[src/verilog/hcm_params.svh]
// Register map, field positions and reset values of the home coordinate manager
`ifndef HCM_PARAMS_SVH
`define HCM_PARAMS_SVH
// ==========================================================
// Register byte offsets
`define HCM_OFS_CMD       8'h00
`define HCM_OFS_PRESET    8'h04
`define HCM_OFS_CONFIG    8'h08
`define HCM_OFS_STATUS    8'h0C
`define HCM_OFS_ELEC_HOME 8'h10
`define HCM_OFS_MECH_HOME 8'h14
`define HCM_OFS_REL_POS   8'h18
// ==========================================================
// Command register bits (write one to execute)
`define HCM_CMD_PRESET    0
`define HCM_CMD_CLEAR     1
`define HCM_CMD_FACTORY   2
// ==========================================================
// Config register fields
`define HCM_CFG_ABS_PERM  0
`define HCM_CFG_MECH_MAN  1
`define HCM_CFG_WRAP_MAN  2
`define HCM_CFG_LIMIT_DIS 3
`define HCM_CFG_PROT_DIS  4
`define HCM_CFG_MOTION_MAN 5
`define HCM_CFG_GEAR_LSB  16
`define HCM_CFG_GEAR_MSB  30
// ==========================================================
// Status register bits
`define HCM_ST_FACTORY    0
`define HCM_ST_USER       1
`define HCM_ST_ELEC       2
`define HCM_ST_VALID      3
`define HCM_ST_HOMING     4
`define HCM_ST_ABS_OK     5
`define HCM_ST_HS_OK      6
// ==========================================================
// Reset values
`define HCM_PRESET_RST    32'h00000000
`define HCM_CONFIG_RST    32'h00000000
`endif

[src/verilog/hcm_pkg.sv]
// Types shared by the home coordinate manager modules
`default_nettype none
package hcm_pkg;
   // Return-to-home tracking state
   typedef enum logic [0:0] {
      HCM_IDLE,
      HCM_HOMING
   } hcm_home_state_t;
endpackage : hcm_pkg
`default_nettype wire

[src/verilog/hcm_sync.sv]
// Two-flop synchroniser for pin levels
`default_nettype none
module hcm_sync #(
   parameter int W = 1
) (
   input  wire logic         clk_i,
   input  wire logic         rst_i,
   input  wire logic [W-1:0] d_i,
   output logic      [W-1:0] q_o
);
   logic [W-1:0] meta_reg;
   // ==========================================================
   // Synchroniser chain; first stage feeds only the second
   always_ff @(posedge clk_i) begin
      if (rst_i) begin
         meta_reg <= '0;
         q_o      <= '0;
      end else begin
         meta_reg <= d_i;
         q_o      <= meta_reg;
      end
   end
endmodule : hcm_sync
`default_nettype wire

[src/verilog/hcm_wb_port.sv]
// Classic Wishbone slave handshake and read/write enable generation
`default_nettype none
module hcm_wb_port (
   input  wire logic       clk_i,
   input  wire logic       rst_i,
   input  wire logic       wb_cyc_i,
   input  wire logic       wb_stb_i,
   input  wire logic       wb_we_i,
   output logic            wb_ack_o,
   output logic            wr_en_o,
   output logic            rd_en_o
);
   wire req = wb_cyc_i & wb_stb_i;
   // ==========================================================
   // One wait state, ack drops the cycle after it was given
   always_ff @(posedge clk_i) begin
      if (rst_i) begin
         wb_ack_o <= 1'b0;
      end else begin
         wb_ack_o <= req & ~wb_ack_o;
      end
   end
   // Writes take effect on the edge where the master samples ack; reads are latched one edge earlier, in the wait state
   assign wr_en_o = req & wb_we_i & wb_ack_o;
   assign rd_en_o = req & ~wb_we_i & ~wb_ack_o;
endmodule : hcm_wb_port
`default_nettype wire

[src/verilog/hcm_home_coord.sv]
// Home position and coordinate manager with Wishbone registers
`default_nettype none
`include "hcm_params.svh"
module hcm_home_coord
   import hcm_pkg::*;
#(
   parameter int PW = 32,
   parameter int GW = 15
) (
   input  wire logic          clk_i,
   input  wire logic          rst_i,
   input  wire logic [7:0]    wb_adr_i,
   input  wire logic [31:0]   wb_dat_i,
   input  wire logic [3:0]    wb_sel_i,
   input  wire logic          wb_we_i,
   input  wire logic          wb_cyc_i,
   input  wire logic          wb_stb_i,
   output logic      [31:0]   wb_dat_o,
   output logic               wb_ack_o,
   input  wire logic          factory_home_present_i,
   input  wire logic          electrical_preset_in_i,
   input  wire logic [PW-1:0] cmd_pos_i,
   input  wire logic          home_start_i,
   input  wire logic          home_done_i,
   input  wire logic          res_change_i,
   output logic               factory_origin_stored_o,
   output logic               user_origin_stored_o,
   output logic               electrical_preset_monitor_o,
   output logic               absolute_coord_valid_o,
   output logic               abs_move_ok_o,
   output logic               hs_home_ok_o,
   output logic               pos_load_o,
   output logic      [PW-1:0] pos_load_value_o,
   output logic      [PW-1:0] elec_home_o,
   output logic      [PW-1:0] mech_home_o,
   output logic      [PW-1:0] rel_pos_o,
   output logic               mech_src_manual_o,
   output logic      [GW-1:0] gear_ratio_o,
   output logic               gear_src_manual_o,
   output logic               wrap_src_manual_o,
   output logic               limit_disable_o,
   output logic               protect_disable_o,
   output logic               motion_param_source_o
);
   // ==========================================================
   // Byte-lane merge used for the preset and config words
   function automatic logic [31:0] hcm_merge(input logic [31:0] old_v,
                                            input logic [31:0] new_v,
                                            input logic [3:0]  sel);
      logic [31:0] r;
      r = old_v;
      for (int i = 0; i < 4; i++) begin
         if (sel[i]) begin
            r[8*i +: 8] = new_v[8*i +: 8];
         end
      end
      return r;
   endfunction : hcm_merge

   // ==========================================================
   // Bus handshake
   logic wr_en;
   logic rd_en;
   hcm_wb_port u_wb (
      .clk_i    (clk_i),
      .rst_i    (rst_i),
      .wb_cyc_i (wb_cyc_i),
      .wb_stb_i (wb_stb_i),
      .wb_we_i  (wb_we_i),
      .wb_ack_o (wb_ack_o),
      .wr_en_o  (wr_en),
      .rd_en_o  (rd_en)
   );

   // ==========================================================
   // Pin synchronisers
   logic [1:0] pin_sync;
   hcm_sync #(.W(2)) u_sync (
      .clk_i (clk_i),
      .rst_i (rst_i),
      .d_i   ({electrical_preset_in_i, factory_home_present_i}),
      .q_o   (pin_sync)
   );
   wire factory_sync = pin_sync[0];
   wire el_sync      = pin_sync[1];

   // ==========================================================
   // State registers
   logic            el_prev_reg;
   logic [31:0]     preset_reg;
   logic [31:0]     config_reg;
   logic            user_reg;
   logic            mech_set_reg;
   logic            preset_nz_reg;
   logic            elec_reg;
   logic            valid_reg;
   logic            factory_reg;
   logic [PW-1:0]   elec_home_reg;
   logic [PW-1:0]   mech_home_reg;
   logic [PW-1:0]   rel_reg;
   logic            load_reg;
   logic [PW-1:0]   load_val_reg;
   logic [31:0]     rdata_reg;
   hcm_home_state_t home_state_reg;
   hcm_home_state_t home_state_next;

   // ==========================================================
   // Address and command decode
   wire sel_cmd    = (wb_adr_i == `HCM_OFS_CMD);
   wire sel_preset = (wb_adr_i == `HCM_OFS_PRESET);
   wire sel_config = (wb_adr_i == `HCM_OFS_CONFIG);
   wire cmd_wr     = wr_en & sel_cmd & wb_sel_i[0];
   wire do_preset  = cmd_wr & wb_dat_i[`HCM_CMD_PRESET];
   wire do_clear   = cmd_wr & wb_dat_i[`HCM_CMD_CLEAR];
   wire do_factory = cmd_wr & wb_dat_i[`HCM_CMD_FACTORY];
   wire homing     = (home_state_reg == HCM_HOMING);
   wire home_fin   = homing & home_done_i;
   wire set_home   = do_preset | home_fin;
   wire el_rise    = el_sync & ~el_prev_reg;
   wire el_fall    = ~el_sync & el_prev_reg;
   wire res_lose   = res_change_i & preset_nz_reg;

   // ==========================================================
   // Coordinate validity and operation gating
   wire valid_next = (mech_set_reg | factory_reg | elec_reg) & ~homing;
   assign abs_move_ok_o = valid_reg | config_reg[`HCM_CFG_ABS_PERM];
   assign hs_home_ok_o  = valid_reg & ~elec_reg;
   wire [PW-1:0] home_base = elec_reg ? elec_home_reg : mech_home_reg;

   // ==========================================================
   // Return-to-home tracker
   always_comb begin
      home_state_next = home_state_reg;
      case (home_state_reg)
         HCM_IDLE:   if (home_start_i) home_state_next = HCM_HOMING;
         HCM_HOMING: if (home_done_i) home_state_next = HCM_IDLE;
         default:    home_state_next = HCM_IDLE;
      endcase
   end

   always_ff @(posedge clk_i) begin
      if (rst_i) begin
         home_state_reg <= HCM_IDLE;
      end else begin
         home_state_reg <= home_state_next;
      end
   end

   // ==========================================================
   // Software-written words
   always_ff @(posedge clk_i) begin
      if (rst_i || do_factory) begin
         preset_reg <= `HCM_PRESET_RST;
         config_reg <= `HCM_CONFIG_RST;
      end else if (wr_en && sel_preset) begin
         preset_reg <= hcm_merge(preset_reg, wb_dat_i, wb_sel_i);
      end else if (wr_en && sel_config) begin
         config_reg <= hcm_merge(config_reg, wb_dat_i, wb_sel_i);
      end
   end

   // ==========================================================
   // Factory home mirror, no write path
   always_ff @(posedge clk_i) begin
      if (rst_i) begin
         factory_reg <= 1'b0;
      end else begin
         factory_reg <= factory_sync;
      end
   end

   // ==========================================================
   // User home and mechanical coordinate, set wins over clear
   always_ff @(posedge clk_i) begin
      if (rst_i) begin
         user_reg      <= 1'b0;
         mech_set_reg  <= 1'b0;
         preset_nz_reg <= 1'b0;
      end else if (set_home) begin
         user_reg      <= 1'b1;
         mech_set_reg  <= 1'b1;
         preset_nz_reg <= do_preset & (preset_reg != 32'h00000000);
      end else if (do_clear || do_factory) begin
         user_reg      <= 1'b0;
         mech_set_reg  <= 1'b0;
         preset_nz_reg <= 1'b0;
      end else if (res_lose || home_start_i) begin
         mech_set_reg  <= 1'b0;
      end
   end

   // ==========================================================
   // Mechanical home value and position load
   always_ff @(posedge clk_i) begin
      if (rst_i) begin
         mech_home_reg <= '0;
         load_reg      <= 1'b0;
         load_val_reg  <= '0;
      end else begin
         load_reg <= set_home;
         if (set_home) begin
            mech_home_reg <= preset_reg[PW-1:0];
            load_val_reg  <= preset_reg[PW-1:0];
         end
      end
   end

   // ==========================================================
   // Electrical home capture and release
   always_ff @(posedge clk_i) begin
      if (rst_i) begin
         el_prev_reg   <= 1'b0;
         elec_reg      <= 1'b0;
         elec_home_reg <= '0;
      end else begin
         el_prev_reg <= el_sync;
         if (el_rise) begin
            elec_reg      <= 1'b1;
            elec_home_reg <= cmd_pos_i;
         end else if (el_fall) begin
            elec_reg <= 1'b0;
         end else if (set_home && elec_reg) begin
            elec_home_reg <= preset_reg[PW-1:0];
         end
      end
   end

   // ==========================================================
   // Registered status and relative coordinate
   always_ff @(posedge clk_i) begin
      if (rst_i) begin
         valid_reg <= 1'b0;
         rel_reg   <= '0;
      end else begin
         valid_reg <= valid_next;
         rel_reg   <= cmd_pos_i - home_base;
      end
   end

   // ==========================================================
   // Read data, latched in the wait state; unmapped reads zero
   wire [31:0] status_word = {25'h0000000, hs_home_ok_o, abs_move_ok_o, homing,
                              valid_reg, elec_reg, user_reg, factory_reg};
   logic [31:0] rd_mux;
   always_comb begin
      case (wb_adr_i)
         `HCM_OFS_PRESET:    rd_mux = preset_reg;
         `HCM_OFS_CONFIG:    rd_mux = config_reg;
         `HCM_OFS_STATUS:    rd_mux = status_word;
         `HCM_OFS_ELEC_HOME: rd_mux = 32'(elec_home_reg);
         `HCM_OFS_MECH_HOME: rd_mux = 32'(mech_home_reg);
         `HCM_OFS_REL_POS:   rd_mux = 32'(rel_reg);
         default:            rd_mux = 32'h00000000;
      endcase
   end

   always_ff @(posedge clk_i) begin
      if (rst_i) begin
         rdata_reg <= 32'h00000000;
      end else if (rd_en) begin
         rdata_reg <= rd_mux;
      end
   end

   // ==========================================================
   // Output wiring
   assign wb_dat_o                    = rdata_reg;
   assign factory_origin_stored_o     = factory_reg;
   assign user_origin_stored_o        = user_reg;
   assign electrical_preset_monitor_o = elec_reg;
   assign absolute_coord_valid_o      = valid_reg;
   assign pos_load_o                  = load_reg;
   assign pos_load_value_o            = load_val_reg;
   assign elec_home_o                 = elec_home_reg;
   assign mech_home_o                 = mech_home_reg;
   assign rel_pos_o                   = rel_reg;

   // ==========================================================
   // Parameter source selectors
   assign mech_src_manual_o     = config_reg[`HCM_CFG_MECH_MAN];
   assign gear_ratio_o          = config_reg[`HCM_CFG_GEAR_MSB:`HCM_CFG_GEAR_LSB];
   assign gear_src_manual_o     = (gear_ratio_o != '0);
   assign wrap_src_manual_o     = config_reg[`HCM_CFG_WRAP_MAN];
   assign limit_disable_o       = config_reg[`HCM_CFG_LIMIT_DIS];
   assign protect_disable_o     = config_reg[`HCM_CFG_PROT_DIS];
   assign motion_param_source_o = config_reg[`HCM_CFG_MOTION_MAN];
endmodule : hcm_home_coord
`default_nettype wire

[config.mk]
export PLATFORM = sky130hd
export DESIGN_NAME = hcm_home_coord
export DESIGN_NICKNAME = d
export VERILOG_FILES = /design/src/verilog/hcm_pkg.sv /design/src/verilog/hcm_sync.sv /design/src/verilog/hcm_wb_port.sv /design/src/verilog/hcm_home_coord.sv
export VERILOG_INCLUDE_DIRS = /design/src /design/src/verilog
export SDC_FILE = /design/constraint.sdc
export NUM_CORES = 1
export LEC_CHECK = 0
export ABC_AREA = 1
export CORE_ASPECT_RATIO = 1.4
export CORE_UTILIZATION = 39
export DETAILED_ROUTE_END_ITERATION = 12
export DONT_BUFFER_PORTS = 1
export PLACE_DENSITY_LB_ADDON = 0.05
export SKIP_CTS_REPAIR_TIMING = 1
export SYNTH_ARGS = -nofsm -noshare
export SYNTH_HDL_FRONTEND = slang
export SYNTH_SLANG_ARGS = --single-unit
[constraint.sdc]
create_clock -name clk_i -period 3.3 [get_ports clk_i]
set_input_delay 0.165 -clock clk_i [delete_from_list [all_inputs] [get_ports clk_i]]
set_output_delay 0.165 -clock clk_i [all_outputs]
set_load 0.02 [all_outputs]
# == After elaboration in Yosys (flattened, before gate mapping) ==
# Index checks and enable logic that the tools add are counted.
# totals
word_cells,99
reg_bits,206
# classes
mux,16
eq_ne,7
n_reduce_logical,22
bitwise,29
n_addsub,1
# op_table
operator,n
$pmux W32 S6,1
$mux W32,4
$reduce_bool A32 Y1,1
$sub A32 B32 Y32,1
$eq A8 B5 Y1 const B,3
$and A1 B1 Y1,18
$eq A8 B4 Y1 const B,2
$reduce_bool A15 Y1,1
$reduce_and A3 Y1,4
$mux W1,10
$reduce_and A2 Y1,5
$eq A8 B3 Y1 const B,1
$logic_not A8 Y1,1
$not A1 Y1,7
$reduce_bool A2 Y1,3
$or A1 B1 Y1,4
$logic_and A1 B1 Y1,3
$logic_or A1 B1 Y1,3
$reduce_bool A3 Y1,1
$ne A2 B2 Y1 const B,1
$pmux W1 S2,1

# == Logic depth before layout (Yosys ltp) ==
# depth
word_depth,11
ltp_mapped,18
mapped_depth_nobuf,17

# == Cells and area by module ==
# A second synthesis with hierarchy kept.
# hier_totals
cells_unflattened,1851
hier_area_um2,11853.9
# by_module_without_submodules
module,seq_area_each_um2,cells_each,area_per_inst_um2,instances
hcm_home_coord,4023.9,1833,11702.5,1
hcm_sync,80.1,12,110.1,1
hcm_wb_port,20.0,6,41.3,1

# == Worst setup path before layout ==
# Ideal clock, no wire load.
# synth_path
path_kind,register to register
from,"reg elec_reg, in the netlist electrical_preset_monitor_o"
to,"reg rel_reg[28], in the netlist rel_pos_o[28]"
stages_incl_launch_ff,16
synth_period_minus_slack_ns,2.731
n_path_buf,2
setup_slack_ns,0.569
arrival_ns,2.616
cell_sequence,dfxtp_1 > clkbuf_1 > buf_1 > o21ai_0 > ha_1 > fa_1 > inv_1 > nand3_1 > nand3_1 > nand2_1 > nand2_1 > nand2_1 > nand2_1 > nand2_1 > a21oi_1 > nor2_1
# synth_via
elab_chain_cells,2
# synth_lines
element,line,rtl
"start, declared",hcm_home_coord.sv:95,logic elec_reg;
"start signal, assigned",hcm_home_coord.sv:213,elec_reg <= 1'b0;
"start signal, assigned",hcm_home_coord.sv:218,elec_reg <= 1'b1;
"start signal, assigned",hcm_home_coord.sv:221,elec_reg <= 1'b0;
$mux W32,hcm_home_coord.sv:128,wire [PW-1:0] home_base = elec_reg ? elec_home_reg : mech_home_reg;
$sub A32 B32 Y32,hcm_home_coord.sv:236,rel_reg <= cmd_pos_i - home_base;
"end signal, assigned",hcm_home_coord.sv:236,
"end, declared",hcm_home_coord.sv:100,logic [PW-1:0] rel_reg;
# Every way passes these cells.
# A chain may end at the register's enable or synchronous reset.

# == Final worst setup path ==
# layout_path
from,"reg elec_reg, in the netlist electrical_preset_monitor_o"
to,"reg rel_reg[23], in the netlist rel_pos_o[23]"
# The elaborated chain is that of the path after synthesis.

==> qor.yml <==
rsz0062_at_grt: "no"
grt_busiest_layer: "met2"
vias: 11400
synth-edff-count: 0
power_density_nw_per_um2: 494
floorplan.initialDensity_pct: 39.8
cts_buffers: 23
maxSlewHeadroom_pct: 50.0
synth_nets: 1846
maxCapViolCount: 0
violations: "negative hold slack"
multiInputGateArea_um2: 5880
dieWidth_um: 146
synthCells: 1723
core.rowCount: 73
synth.distinct_cells: 37
syn-cell-area_um2: 11400
use_met3_pct: 8.71
drt-total-wl_um: 44400
grt_pass1_vias: 10300
track_usage_pct: 28.6
clk_latency_ns: 0.52
worstPathMaxFanout: 33
p_leak_uw: 0.00554
cts.sink_count: 206
cts-root-buf: "clkbuf_16"
clockBufferDepth: 3
coreArea_um2: 28600
chipHeight_um: 204
hold_slack_ns: -0.0227
period_needed_ns: 3.06
fin_crit_sh_pct: 92.8
fin_tns_setup_ns: 0
drive_gt1_share_pct: 5.94
drt-initial-drc-count: 885
status: "complete, but fails checks"
ys.flop_type: "dfxtp_1"
wl_per_cell_um: 20.9
drc: 0
placed_cell_area_um2: 11500
stdcell_area_um2: 13000
antenna_left: 0
yosys_warnings: 0
max_freq_mhz: 327
n_antenna_cell: 0
fin_skew_ns: 0.0130
cp-end-kind: "flop"
grt.overflow.total: 0
io_buffer_count: 0
hpwlAfterDp_um: 33300
drt_pass1_iterations: 5
die_area_um2: 29900
cp.arrival_ns: 3.49
cts_tree: "yes"
ir_worst_vdd_mv: 0.276
io_pins: 275
nets: 1859
vias_per_cell: 5.35
async_flop_share_pct: 0
synth_commonest_cells: "nand2_1, dfxtp_1, o21ai_0, inv_1, nor2_1"
tightest_slew_ns: 0.747
seqCellArea_um2: 4130
synth_top_area_share_pct: 36.2
critPathKind: "flop to flop"
hold_violations: 4
synth-seq-area-share_pct: 36.2
critPathLaunchType: "flop"
syn_to_final_growth_pct: 14.5
grt_max_degree: 70
routabilityCongestion: 0.893
hp-class: "input port to flop"
r2r_slack_ns: 0.24
grt_pass1_wl_um: 65000
synth-seq-cells: 206
clkSlewWorstSetupHoldPaths_ns: 0.07
met1_usage_pct: 37.7
required_ns: 3.72
yosysMostFrequentCell: "nand2_1"
synth_area_leaders: "dfxtp_1, nand2_1, o21ai_0"
nFillCells: 3002
avgSynthCellArea_um2: 6.61
report.final.slew_viol_count: 0
grtUsageMet2_pct: 44.5
yosysTopAreaCell: "dfxtp_1"
h-tree-depth: 1
setup_viol: 0
antenna_found_initial: 1
==> final cells by class <==
cell class | instances | share of cell area [%]
inverters | 187 | 5.38
clock inverters | 8 | 0.729
clock buffers | 32 | 5.05
well taps | 375 | 3.60
multi-input cells | 1198 | 45.0
repair buffers | 120 | 8.57
flip-flops and latches | 206 | 31.6
==> power by group <==
part	total [uW]	internal (uW)	switching (uW)	leakage, uW
Combinational	962	321	641	0.00350
Sequential	2830	2600	235	0.00168
Clock	2650	1550	1100	0.000368
Total	6440	4460	1980	0.00554
==> metrics by stage <==
stage	utilization (%)	worst slack [ns]	std cells	power (uW)
floorplan	-	0.569	1723	3460
global placement	40.3	0.242	2011	3740
detailed placement	40.3	0.257	2011	3740
CTS	42.9	0.257	2051	6380
global route	45.6	0.0732	2126	6730
finish	45.6	0.239	2126	6440
==> cells by family after synthesis <==
| family | count (synthesis) | share of synthesized area, % |
|---|---|---|
| adders and majority gates | 37 | 4.13 |
| muxes | 15 | 1.32 |
| AOI/OAI and AO/OA | 410 | 18.9 |
| xor gates and xnor gates | 2 | 0.154 |
| and+or+nand+nor | 734 | 27.0 |
| DFF | 206 | 36.2 |
| buffers and inverters | 319 | 12.4 |
==> critical path, cell delays in order, from the launching register on <==
cell and delay, ns:
dfxtp_2 0.80, buf_4 0.36, o21ai_0 0.16, ha_1 0.38
nand2_1 0.12, nor2_1 0.27, inv_1 0.11, nor3_1 0.14
nand2_1 0.07, nand2_1 0.18, nand2_1 0.16, nand2_1 0.09
nand2_1 0.05, inv_1 0.05, nor2_1 0.03
==> cell usage in the layout (no fill, tap or decap), types with 3 or more instances in the layout <==
cell type / instances
nand2_1: 353
dfxtp_1: 205
o21ai_0: 183
inv_1: 179
nor2_1: 177
a21oi_1: 177
nand3_1: 157
dlygate4sd3_1: 74
buf_4: 44
ha_1: 36
clkbuf_16: 23
o22ai_1: 21
mux2i_1: 15
nor3_1: 15
a211oi_1: 13
nor4_1: 7
nand4_1: 7
inv_2: 7
nand2_2: 5
o21bai_1: 5
clkbuf_8: 5
clkbuf_1: 4
clkinv_2: 4
nor2_2: 3
nor2_4: 3
o21a_1: 3
a31oi_1: 3
==> routing by layer <==
| layer | wire length, um | vias to the layer above |
|---|---|---|
| met1 | 19900 | 5244 |
| met5 | 0 | - |
| met3 | 3700 | 48 |
| met4 | 1070 | 0 |
| li1 | - | 5634 |
| met2 | 19700 | 439 |
==> worst paths after layout <==
check	start	end	cells past startpoint
worst max register to register	electrical_preset_monitor_o	rel_pos_o[23]	14
worst min register to register	u_sync.meta_reg[0]	u_sync.q_o[0]	2
worst min-delay path	cmd_pos_i[19]	elec_home_o[19]	4
worst max-delay path	electrical_preset_monitor_o	rel_pos_o[23]	14
No activity file was read; power rests on OpenSTA's default activity.
